### src/common/rtcp_pkg.sv
/*
  Holds the shared constants of the real-time counter: register offsets,
  field positions, reset values and the prescaler divide tables.
  Assumes a 32-bit APB slave with one aligned word per register.
*/
`default_nettype none
package rtcp_pkg;
  // ==========================================================
  // bus
  localparam int RTCP_AW = 12;
  localparam int RTCP_DW = 32;
  localparam logic [RTCP_AW-1:0] RTCP_OFS_SC = 12'h000;
  localparam logic [RTCP_AW-1:0] RTCP_OFS_CNT = 12'h004;
  localparam logic [RTCP_AW-1:0] RTCP_OFS_MOD = 12'h008;
  // ==========================================================
  // status and control fields
  localparam int RTCP_FLAG_BIT = 7;
  localparam int RTCP_CLKS_HI = 6;
  localparam int RTCP_CLKS_LO = 5;
  localparam int RTCP_IE_BIT = 4;
  localparam int RTCP_PS_HI = 3;
  localparam int RTCP_PS_LO = 0;
  localparam logic [7:0] RTCP_SC_RST = 8'h00;
  localparam logic [7:0] RTCP_CNT_RST = 8'h00;
  localparam logic [7:0] RTCP_MOD_RST = 8'h00;
  localparam logic [7:0] RTCP_CNT_ONE = 8'h01;
  localparam logic [3:0] RTCP_PS_OFF = 4'h0;
  localparam logic [1:0] RTCP_CLKS_RST = 2'h0;
  // ==========================================================
  // clock sources
  localparam int RTCP_NUM_SRC = 3;
  localparam int RTCP_IDX_LPO = 0;
  localparam int RTCP_IDX_EXT = 1;
  localparam int RTCP_IDX_INT = 2;
  localparam int RTCP_SYNC_N = 3;
  // ==========================================================
  // prescaler divide tables, indexed by prescale_select
  localparam int RTCP_DIV_W = 18;
  typedef logic [RTCP_DIV_W-1:0] rtcp_div_t;
  localparam rtcp_div_t RTCP_DIV_ONE = 18'h00001;
  localparam rtcp_div_t RTCP_DIV_ZERO = 18'h00000;
  localparam rtcp_div_t RTCP_DIV_BANK0 [16] = '{
    18'h00000, 18'h00008, 18'h00020, 18'h00040, 18'h00080, 18'h00100, 18'h00200, 18'h00400,
    18'h00001, 18'h00002, 18'h00004, 18'h0000A, 18'h00010, 18'h00064, 18'h001F4, 18'h003E8};
  localparam rtcp_div_t RTCP_DIV_BANK1 [16] = '{
    18'h00000, 18'h00400, 18'h00800, 18'h01000, 18'h02000, 18'h04000, 18'h08000, 18'h10000,
    18'h003E8, 18'h007D0, 18'h01388, 18'h02710, 18'h04E20, 18'h0C350, 18'h186A0, 18'h30D40};
endpackage
`default_nettype wire

### src/common/rtcp_tick_if.sv
/*
  Carries settings, clear and halt from the register block to the
  prescaler, and the prescaler period tick back.
  Assumes both ends run on the one core clock.
*/
`default_nettype none
interface rtcp_tick_if;
  logic [1:0] src_sel;
  logic [3:0] ps_sel;
  logic clear;
  logic halt;
  logic tick;
  modport ctrl(output src_sel, output ps_sel, output clear, output halt, input tick);
  modport presc(input src_sel, input ps_sel, input clear, input halt, output tick);
endinterface
`default_nettype wire

### src/hdl/rtcp_top.sv
/*
  Holds the real-time counter: APB register file, counter with modulo
  compare, match flag and interrupt request.
  Assumes an APB master on core_clk_in and free-running source clocks.
*/
// The APB interface to the registers and the placing of the registers were left to the implementer.
`default_nettype none
module rtcp_top
  import rtcp_pkg::*;
(
  input wire logic core_clk_in,
  input wire logic sys_rst_in,
  input wire logic [RTCP_AW-1:0] paddr_in,
  input wire logic psel_in,
  input wire logic penable_in,
  input wire logic pwrite_in,
  input wire logic [RTCP_DW-1:0] pwdata_in,
  input wire logic [3:0] pstrb_in,
  output logic [RTCP_DW-1:0] prdata_out,
  output logic pready_out,
  output logic pslverr_out,
  input wire logic low_power_osc_clock_in,
  input wire logic external_ref_clock_in,
  input wire logic internal_ref_clock_in,
  input wire logic debug_halt_in,
  output logic match_irq_out
);
  // ==========================================================
  // declarations
  logic flag_q;
  logic flag_d;
  logic irq_en_q;
  logic irq_en_d;
  logic [1:0] clk_src_q;
  logic [3:0] ps_sel_q;
  logic [7:0] mod_q;
  logic [7:0] cnt_q;
  logic [RTCP_DW-1:0] prdata_q;
  logic pready_q;
  logic pslverr_q;
  logic irq_q;
  logic setup_w;
  logic acc_w;
  logic wr_w;
  logic hit_sc;
  logic hit_cnt;
  logic hit_mod;
  logic mapped_w;
  logic wr_sc;
  logic wr_mod;
  logic [1:0] new_src_w;
  logic [3:0] new_ps_w;
  logic set_chg_w;
  logic clear_w;
  logic tick_w;
  logic match_w;
  logic [7:0] sc_rd_w;
  logic [7:0] rd8_w;

  rtcp_tick_if tick_if();

  // ==========================================================
  // APB decode
  assign setup_w = psel_in && !penable_in;
  assign acc_w = psel_in && penable_in && pready_q;
  assign hit_sc = (paddr_in == RTCP_OFS_SC);
  assign hit_cnt = (paddr_in == RTCP_OFS_CNT);
  assign hit_mod = (paddr_in == RTCP_OFS_MOD);
  assign mapped_w = hit_sc || hit_cnt || hit_mod;
  assign wr_w = acc_w && pwrite_in && pstrb_in[0] && mapped_w;
  assign wr_sc = wr_w && hit_sc;
  assign wr_mod = wr_w && hit_mod;
  assign new_src_w = pwdata_in[RTCP_CLKS_HI:RTCP_CLKS_LO];
  assign new_ps_w = pwdata_in[RTCP_PS_HI:RTCP_PS_LO];

  // a modulo write or a real change of source or prescale restarts counting
  assign set_chg_w = wr_sc && ((new_src_w != clk_src_q) || (new_ps_w != ps_sel_q));
  assign clear_w = wr_mod || set_chg_w;

  assign sc_rd_w = {flag_q, clk_src_q, irq_en_q, ps_sel_q};
  always_comb
  begin
    rd8_w = RTCP_CNT_RST;
    if (hit_sc)
      rd8_w = sc_rd_w;
    else if (hit_cnt)
      rd8_w = cnt_q;
    else if (hit_mod)
      rd8_w = mod_q;
  end

  // ==========================================================
  // APB answer: one wait-free access phase after setup
  always_ff @(posedge core_clk_in)
  begin
    if (sys_rst_in)
    begin
      pready_q <= 1'b0;
      pslverr_q <= 1'b0;
      prdata_q <= '0;
    end
    else
    begin
      pready_q <= setup_w;
      pslverr_q <= setup_w && !mapped_w;
      if (setup_w && !pwrite_in)
        prdata_q <= RTCP_DW'(rd8_w);
    end
  end

  // ==========================================================
  // control fields
  always_ff @(posedge core_clk_in)
  begin
    if (sys_rst_in)
    begin
      irq_en_q <= 1'b0;
      clk_src_q <= RTCP_CLKS_RST;
      ps_sel_q <= RTCP_PS_OFF;
    end
    else if (wr_sc)
    begin
      irq_en_q <= pwdata_in[RTCP_IE_BIT];
      clk_src_q <= new_src_w;
      ps_sel_q <= new_ps_w;
    end
  end

  always_ff @(posedge core_clk_in)
  begin
    if (sys_rst_in)
      mod_q <= RTCP_MOD_RST;
    else if (wr_mod)
      mod_q <= pwdata_in[7:0];
  end

  // ==========================================================
  // counter and match
  assign tick_w = tick_if.tick && !clear_w;
  assign match_w = tick_w && (cnt_q == mod_q);

  always_ff @(posedge core_clk_in)
  begin
    if (sys_rst_in || clear_w)
      cnt_q <= RTCP_CNT_RST;
    else if (match_w)
      cnt_q <= RTCP_CNT_RST;
    else if (tick_w)
      cnt_q <= cnt_q + RTCP_CNT_ONE;
  end

  // ==========================================================
  // match flag and request; a match in the clearing cycle wins
  always_comb
  begin
    flag_d = flag_q;
    if (wr_sc && pwdata_in[RTCP_FLAG_BIT])
      flag_d = 1'b0;
    if (match_w)
      flag_d = 1'b1;
    irq_en_d = wr_sc ? pwdata_in[RTCP_IE_BIT] : irq_en_q;
  end

  always_ff @(posedge core_clk_in)
  begin
    if (sys_rst_in)
    begin
      flag_q <= 1'b0;
      irq_q <= 1'b0;
    end
    else
    begin
      flag_q <= flag_d;
      irq_q <= flag_d && irq_en_d;
    end
  end

  // ==========================================================
  // prescaler
  assign tick_if.src_sel = clk_src_q;
  assign tick_if.ps_sel = ps_sel_q;
  assign tick_if.clear = clear_w;
  assign tick_if.halt = debug_halt_in;

  rtcp_prescaler u_presc (
    .core_clk_in(core_clk_in),
    .sys_rst_in(sys_rst_in),
    .src_clk_in({internal_ref_clock_in, external_ref_clock_in, low_power_osc_clock_in}),
    .tick_if(tick_if.presc)
  );

  assign prdata_out = prdata_q;
  assign pready_out = pready_q;
  assign pslverr_out = pslverr_q;
  assign match_irq_out = irq_q;
endmodule // rtcp_top
`default_nettype wire

### src/hdl/rtcp_prescaler.sv
/*
  Holds the source clock synchronisers, source select and the prescaler
  that emits a one-cycle tick at each prescaler period.
  Assumes every source clock is slower than a quarter of core_clk_in.
*/
`default_nettype none
module rtcp_prescaler
  import rtcp_pkg::*;
(
  input wire logic core_clk_in,
  input wire logic sys_rst_in,
  input wire logic [RTCP_NUM_SRC-1:0] src_clk_in,
  rtcp_tick_if.presc tick_if
);
  logic [RTCP_NUM_SRC-1:0] edge_w;
  logic sel_edge;
  rtcp_div_t div_w;
  rtcp_div_t cnt_q;
  logic tick_q;

  // ==========================================================
  // synchronisers: a rise counts once stages two and three agree
  genvar g;
  generate
    for (g = 0; g < RTCP_NUM_SRC; g++)
    begin : g_src
      logic [RTCP_SYNC_N-1:0] sync_q;
      logic lvl_q;
      always_ff @(posedge core_clk_in)
      begin
        if (sys_rst_in)
        begin
          sync_q <= '0;
          lvl_q <= 1'b0;
        end
        else
        begin
          sync_q <= {sync_q[RTCP_SYNC_N-2:0], src_clk_in[g]};
          if (sync_q[RTCP_SYNC_N-2] == sync_q[RTCP_SYNC_N-1])
            lvl_q <= sync_q[RTCP_SYNC_N-1];
        end
      end
      assign edge_w[g] = (sync_q[RTCP_SYNC_N-2] == sync_q[RTCP_SYNC_N-1]) &&
                         sync_q[RTCP_SYNC_N-1] && !lvl_q;
    end
  endgenerate

  // ==========================================================
  // source select and divide value
  always_comb
  begin
    if (tick_if.src_sel[1])
      sel_edge = edge_w[RTCP_IDX_INT];
    else if (tick_if.src_sel[0])
      sel_edge = edge_w[RTCP_IDX_EXT];
    else
      sel_edge = edge_w[RTCP_IDX_LPO];
    div_w = tick_if.src_sel[0] ? RTCP_DIV_BANK1[tick_if.ps_sel]
                               : RTCP_DIV_BANK0[tick_if.ps_sel];
  end

  // ==========================================================
  // prescaler counter
  always_ff @(posedge core_clk_in)
  begin
    if (sys_rst_in || tick_if.clear)
    begin
      cnt_q <= RTCP_DIV_ZERO;
      tick_q <= 1'b0;
    end
    else
    begin
      tick_q <= 1'b0;
      if (!tick_if.halt && tick_if.ps_sel != RTCP_PS_OFF && sel_edge)
      begin
        if (cnt_q >= div_w - RTCP_DIV_ONE)
        begin
          cnt_q <= RTCP_DIV_ZERO;
          tick_q <= 1'b1;
        end
        else
          cnt_q <= cnt_q + RTCP_DIV_ONE;
      end
    end
  end
  assign tick_if.tick = tick_q;
endmodule // rtcp_prescaler
`default_nettype wire

### config.mk
export PLATFORM = sky130hd
export DESIGN_NAME = rtcp_top
export DESIGN_NICKNAME = d
export VERILOG_FILES = /design/src/common/rtcp_pkg.sv /design/src/common/rtcp_tick_if.sv /design/src/hdl/rtcp_top.sv /design/src/hdl/rtcp_prescaler.sv
export SDC_FILE = /design/constraint.sdc
export NUM_CORES = 1
export LEC_CHECK = 0
export BUFFER_PORTS_ARGS = -buffer_cell sky130_fd_sc_hd__buf_2
export CAP_MARGIN = 20
export CORE_UTILIZATION = 45
export DETAILED_ROUTE_END_ITERATION = 8
export GPL_TIMING_DRIVEN = 0
export PLACE_DENSITY = 0.79
export SETUP_SLACK_MARGIN = 0.5
export SYNTH_ARGS = -nofsm -noshare
export SYNTH_HDL_FRONTEND = slang
export SYNTH_HIERARCHICAL = 1
export SYNTH_SLANG_ARGS = --single-unit
### constraint.sdc
create_clock -name core_clk_in -period 3.3 [get_ports core_clk_in]
set_input_delay 0.66 -clock core_clk_in [delete_from_list [all_inputs] [get_ports core_clk_in]]
set_output_delay 0.66 -clock core_clk_in [all_outputs]
set_load 0.02 [all_outputs]
==> results <==
- The flow ran to the end, but the final reports show violations.
- The final reports fail on setup timing.
- The share of the synthesized netlist area taken by xor and xnor gates is 0.0997.
- The via count of the first global-routing pass is between 3,000 and 4,000.
- The number of placement rows is 36.
- The end of the worst register-to-register path is u_presc/cnt_q[7]$_SDFFE_PP0P_.
- The global route total overflow is 0.
- The largest total area in the synthesized netlist belongs to sky130_fd_sc_hd__dfxtp_1.
- The highest clock frequency the design can meet is 0.291 GHz.
- The total routing resource utilization after global routing is 0.224.
- The number of endpoints with negative hold slack in the final report is 0.
- The share of async-settable or async-resettable flops after synthesis is 0.
- The startpoint class of the critical path is a flop.
- The worst register-to-register path begins at ps_sel_q[1]$_SDFFE_PP0N_.
- The post-synthesis share of cell area spent on full adders, half adders and majority gates is 0.0838.
- The sequential share of the synthesized area is 0.295.
- The initial utilization of the core area, before any placement, comes to 0.460.
- After synthesis, the most frequently instantiated cells are 66 x sky130_fd_sc_hd__dfxtp_1, 59 x sky130_fd_sc_hd__nor2_1, 53 x sky130_fd_sc_hd__nand2_1.
- The first global-routing pass estimated roughly 18 mm of wire.
- The placed standard-cell area is around 5000 um^2.
- The CTS tree is built.
- The total die area is 10,400 um^2.
- Setup violations remaining at the end of the flow were counted as 17.
- The reported leakage power is 2.56 nW.
- The reg-to-reg setup timing slack is -140 ps.
- The H-tree was split into 3 levels.
- The number of enable-type register cells in the synthesized netlist is 0.
- Summing over every cut layer, the via total after detailed routing is between 4,000 and 5,000.
- The count of port buffers added during placement is 40.
- The total number of nets in the final design is 720.
- Tracing the worst setup path back leads to its startpoint at ps_sel_q[1]$_SDFFE_PP0N_.
- Entering global routing, the biggest net connects 14 pins.
- The clock tree skew after final layout is 8.78 ps.
- The congestion estimate from routability-driven global placement came to 0.926.
- The largest driver fanout on the critical path is 6.
- After synthesis the netlist holds a flip-flop and latch count of 66.
- The placed instance count is 721.
- The share of final-layout standard cells stronger than drive strength 1 is 0.299.
- After detailed routing, the number of remaining DRC violations is 0.
- The number of antenna diodes in the final layout is 0.
- Sorting the synthesized cells by area gives the leading types as sky130_fd_sc_hd__dfxtp_1 29%, sky130_fd_sc_hd__ha_1 8.4%, sky130_fd_sc_hd__mux2i_1 6.5%.
- The total detailed-routing wirelength is 11.4 mm.
- At the pin with the least slew margin, the transition time is between 900 and 1000 ps.
- The HPWL after detailed placement is about 7.7 mm.
- The floorplan core area is 9730 um^2.
- Setup repair after global routing could not meet its margin everywhere.
- Of the post-synthesis cell area, the dominant cell type holds 0.295.
- The cell count after synthesis came out at around 530.
- The root buffer cell is sky130_fd_sc_hd__clkbuf_8.
- The data required time of the critical path is between 3000 and 4000 ps.
- The primary flip-flop cell chosen by synthesis mapping is sky130_fd_sc_hd__dfxtp_1.
- The first-pass iteration count of the detailed router is 5.
- The count of boundary I/O pins is 92.
- The path category of the worst min-delay check is reg2reg.
- The number of violations of the max-capacitance limit is 0.
- The number of pins exceeding their max-slew limit in the final report is 0.
- The critical path start-end classification is reg2reg.
- After synthesis, the share of cell area in mux cells is 0.0648.
- Measured against its own limit, the worst slew margin works out to 0.389.
- Measured in cells, the most critical reg-to-reg path has a length of 17.
- Measured along the x axis, the die boundary spans a little over 100 um.
- The detail-routed net length per standard cell is 14.8 um.
- The number of nets still failing antenna checks after routing is 0.
- During synthesis, Yosys emitted a total of 6 warnings.
- The worst slack after detailed placement is -466 ps.
- After clock tree synthesis, the clock-pin slew on the worst setup and hold paths is 80 ps.
- The clock insertion delay at the later pin of the skew report is 360 ps.
- In the post-synthesis netlist, the cell with the most instances is sky130_fd_sc_hd__dfxtp_1.
- At the worst endpoint, the arrival time is around 3700 ps.
- The critical path endpoint is u_presc/cnt_q[7]$_SDFFE_PP0P_.
- Of the total synthesized cell area, the portion taken by AND, OR, NAND and NOR gates is 0.247.
- The tree built by TritonCTS fans out to 66 sinks.
- The worst setup path is captured at a flop.
- The total clock buffers created by CTS is 9.
- The growth of design area from synthesis to finish is 29.6%.
- The compound-gate portion of the synthesized area is 0.129.
- Once routing completed, OpenROAD measured the worst setup slack at -140 ps.
- The clock passes through at most 2 buffers.
- Summing every instance area after synthesis gives 4480 um^2.
- For this design the ratio of total power to cell area is 291 nW/um^2.
- In this run, the number of DRC markers left after iteration 0 of detailed routing was around 290.
- Excluding fillers, the count of instances in the completed layout stands at 771.
- The die is 102 um tall.
- The worst-case vdd ir drop is 259 uV.
- The final critical path time including I/O delays and setup is 3440 ps.
- The share of the clock period used by the worst path after layout is 1.04.
- The combinational family with the most area after synthesis is simple AND/OR/NAND/NOR gates.
- The design area is around 5800 um^2.
- The mean cell area of the mapped netlist is between 8 and 9 um^2.
- In this run, distinct cell masters in the synthesized netlist total 65.
- The average via count per standard cell is ~5.4.
- The number of hold buffers added after CTS was 0.
- The initial antenna violation count is 0.
==> flip-flops by register name, indices dropped and copies added, names as in the netlist, 2 cells and up <==
| name | count |
|---|---|
| u_presc/g_src.sync_q | 9 |
| clk_src_q | 2 |
| u_presc/cnt_q | 18 |
| ps_sel_q | 4 |
| u_presc/g_src.lvl_q | 3 |
| mod_q | 8 |
| prdata_out | 8 |
| cnt_q | 8 |
==> worst min path at each step <==
stage | cells after the start | to | slack (ps) | start
3_5_place_dp | 1 | u_presc/g_src[2].sync_q[1]$_SDFF_PP0_ | 430 | u_presc/g_src[2].sync_q[0]$_SDFF_PP0_
3_3_place_gp | 1 | u_presc/g_src[2].sync_q[1]$_SDFF_PP0_ | 420 | u_presc/g_src[2].sync_q[0]$_SDFF_PP0_
5_1_grt | 1 | u_presc/g_src[1].sync_q[1]$_SDFF_PP0_ | 470 | u_presc/g_src[1].sync_q[0]$_SDFF_PP0_
4_1_cts | 1 | u_presc/g_src[2].sync_q[1]$_SDFF_PP0_ | 450 | u_presc/g_src[2].sync_q[0]$_SDFF_PP0_
2_1_floorplan | 1 | u_presc/g_src[0].sync_q[1]$_SDFF_PP0_ | 410 | u_presc/g_src[0].sync_q[0]$_SDFF_PP0_
6_report | 1 | u_presc/g_src[2].sync_q[1]$_SDFF_PP0_ | 440 | u_presc/g_src[2].sync_q[0]$_SDFF_PP0_
==> per-stage QoR <==
step                hold WS [ps]  utilization  power, mW  TNS [ps]
floorplan                    414            -      0.902         0
finish                       444        0.596       1.69     -1950
detailed placement           431        0.515      0.935     -6910
global route                 473        0.596       1.76     -5510
CTS                          449        0.573       1.70     -1680
global placement             417        0.515      0.933     -4690
==> logic make-up after synthesis <==
family | Yosys count
and+or+nand+nor | 217
adders and majority gates | 30
other | 1
buffers and inverters | 54
DFF | 66
muxes | 29
xor gates and xnor gates | 51
AOI/OAI and AO/OA | 77
==> power by group <==
group          internal (mW)  switching (mW)
combinational         0.0517          0.0718
clock                  0.424           0.339
sequential             0.798         0.00243
==> layout make-up <==
| type | count | area (um^2) |
|---|---|---|
| Fill cell | 817 | 3930 |
| Multi-Input combinational cell | 428 | 3170 |
| Sequential cell | 66 | 1340 |
| Timing Repair Buffer | 74 | 474 |
| Buffer | 46 | 383 |
| Tap cell | 133 | 166 |
| Clock buffer | 11 | 163 |
| Clock inverter | 5 | 65.1 |
| Inverter | 8 | 37.5 |
==> layout by cell type (no fill, tap or decap), types with 11 or more instances in the layout <==
master                     instances
sky130_fd_sc_hd__a21oi_1          21
sky130_fd_sc_hd__buf_2            41
sky130_fd_sc_hd__buf_4            54
sky130_fd_sc_hd__clkbuf_8         11
sky130_fd_sc_hd__conb_1           24
sky130_fd_sc_hd__dfxtp_1          61
sky130_fd_sc_hd__ha_1             23
sky130_fd_sc_hd__mux2i_1          27
sky130_fd_sc_hd__nand2_1          51
sky130_fd_sc_hd__nand3_1          21
sky130_fd_sc_hd__nand4_1          15
sky130_fd_sc_hd__nor2_1           47
sky130_fd_sc_hd__nor2b_1          15
sky130_fd_sc_hd__o21ai_0          12
sky130_fd_sc_hd__xnor2_1          24
sky130_fd_sc_hd__xor2_1           26
==> worst max-delay path: stages (launching register included) <==
cell	delay [ps]
sky130_fd_sc_hd__dfxtp_4	400
sky130_fd_sc_hd__inv_4	80
sky130_fd_sc_hd__ha_4	190
sky130_fd_sc_hd__xnor2_1	120
sky130_fd_sc_hd__a22o_1	230
sky130_fd_sc_hd__a22oi_4	230
sky130_fd_sc_hd__and3_1	190
sky130_fd_sc_hd__buf_4	140
sky130_fd_sc_hd__nand4_1	120
sky130_fd_sc_hd__xnor2_1	200
sky130_fd_sc_hd__ha_1	270
sky130_fd_sc_hd__a21oi_1	160
sky130_fd_sc_hd__o21ai_0	140
sky130_fd_sc_hd__a221oi_2	330
sky130_fd_sc_hd__o21a_1	210
sky130_fd_sc_hd__o21ai_4	110
sky130_fd_sc_hd__buf_8	170
sky130_fd_sc_hd__nor2_4	80
==> timing repair <==
item                                    CTS  global route
setup buffers                            21            12
endpoints found under the setup margin   19            19
gates cloned                              1             0
gates resized for setup                  39            36
pin swaps                                24            33
==> layer usage <==
layer	vias up	global-route usage	wire length, um	share of wire
met5	-	0	0	0
met4	0	0.0970	259	0.023
met3	28	0.0573	695	0.061
met2	176	0.376	5600	0.49
met1	1983	0.269	4860	0.43
li1	1998	-	-	-
Power figures use the tool's default switching activity.
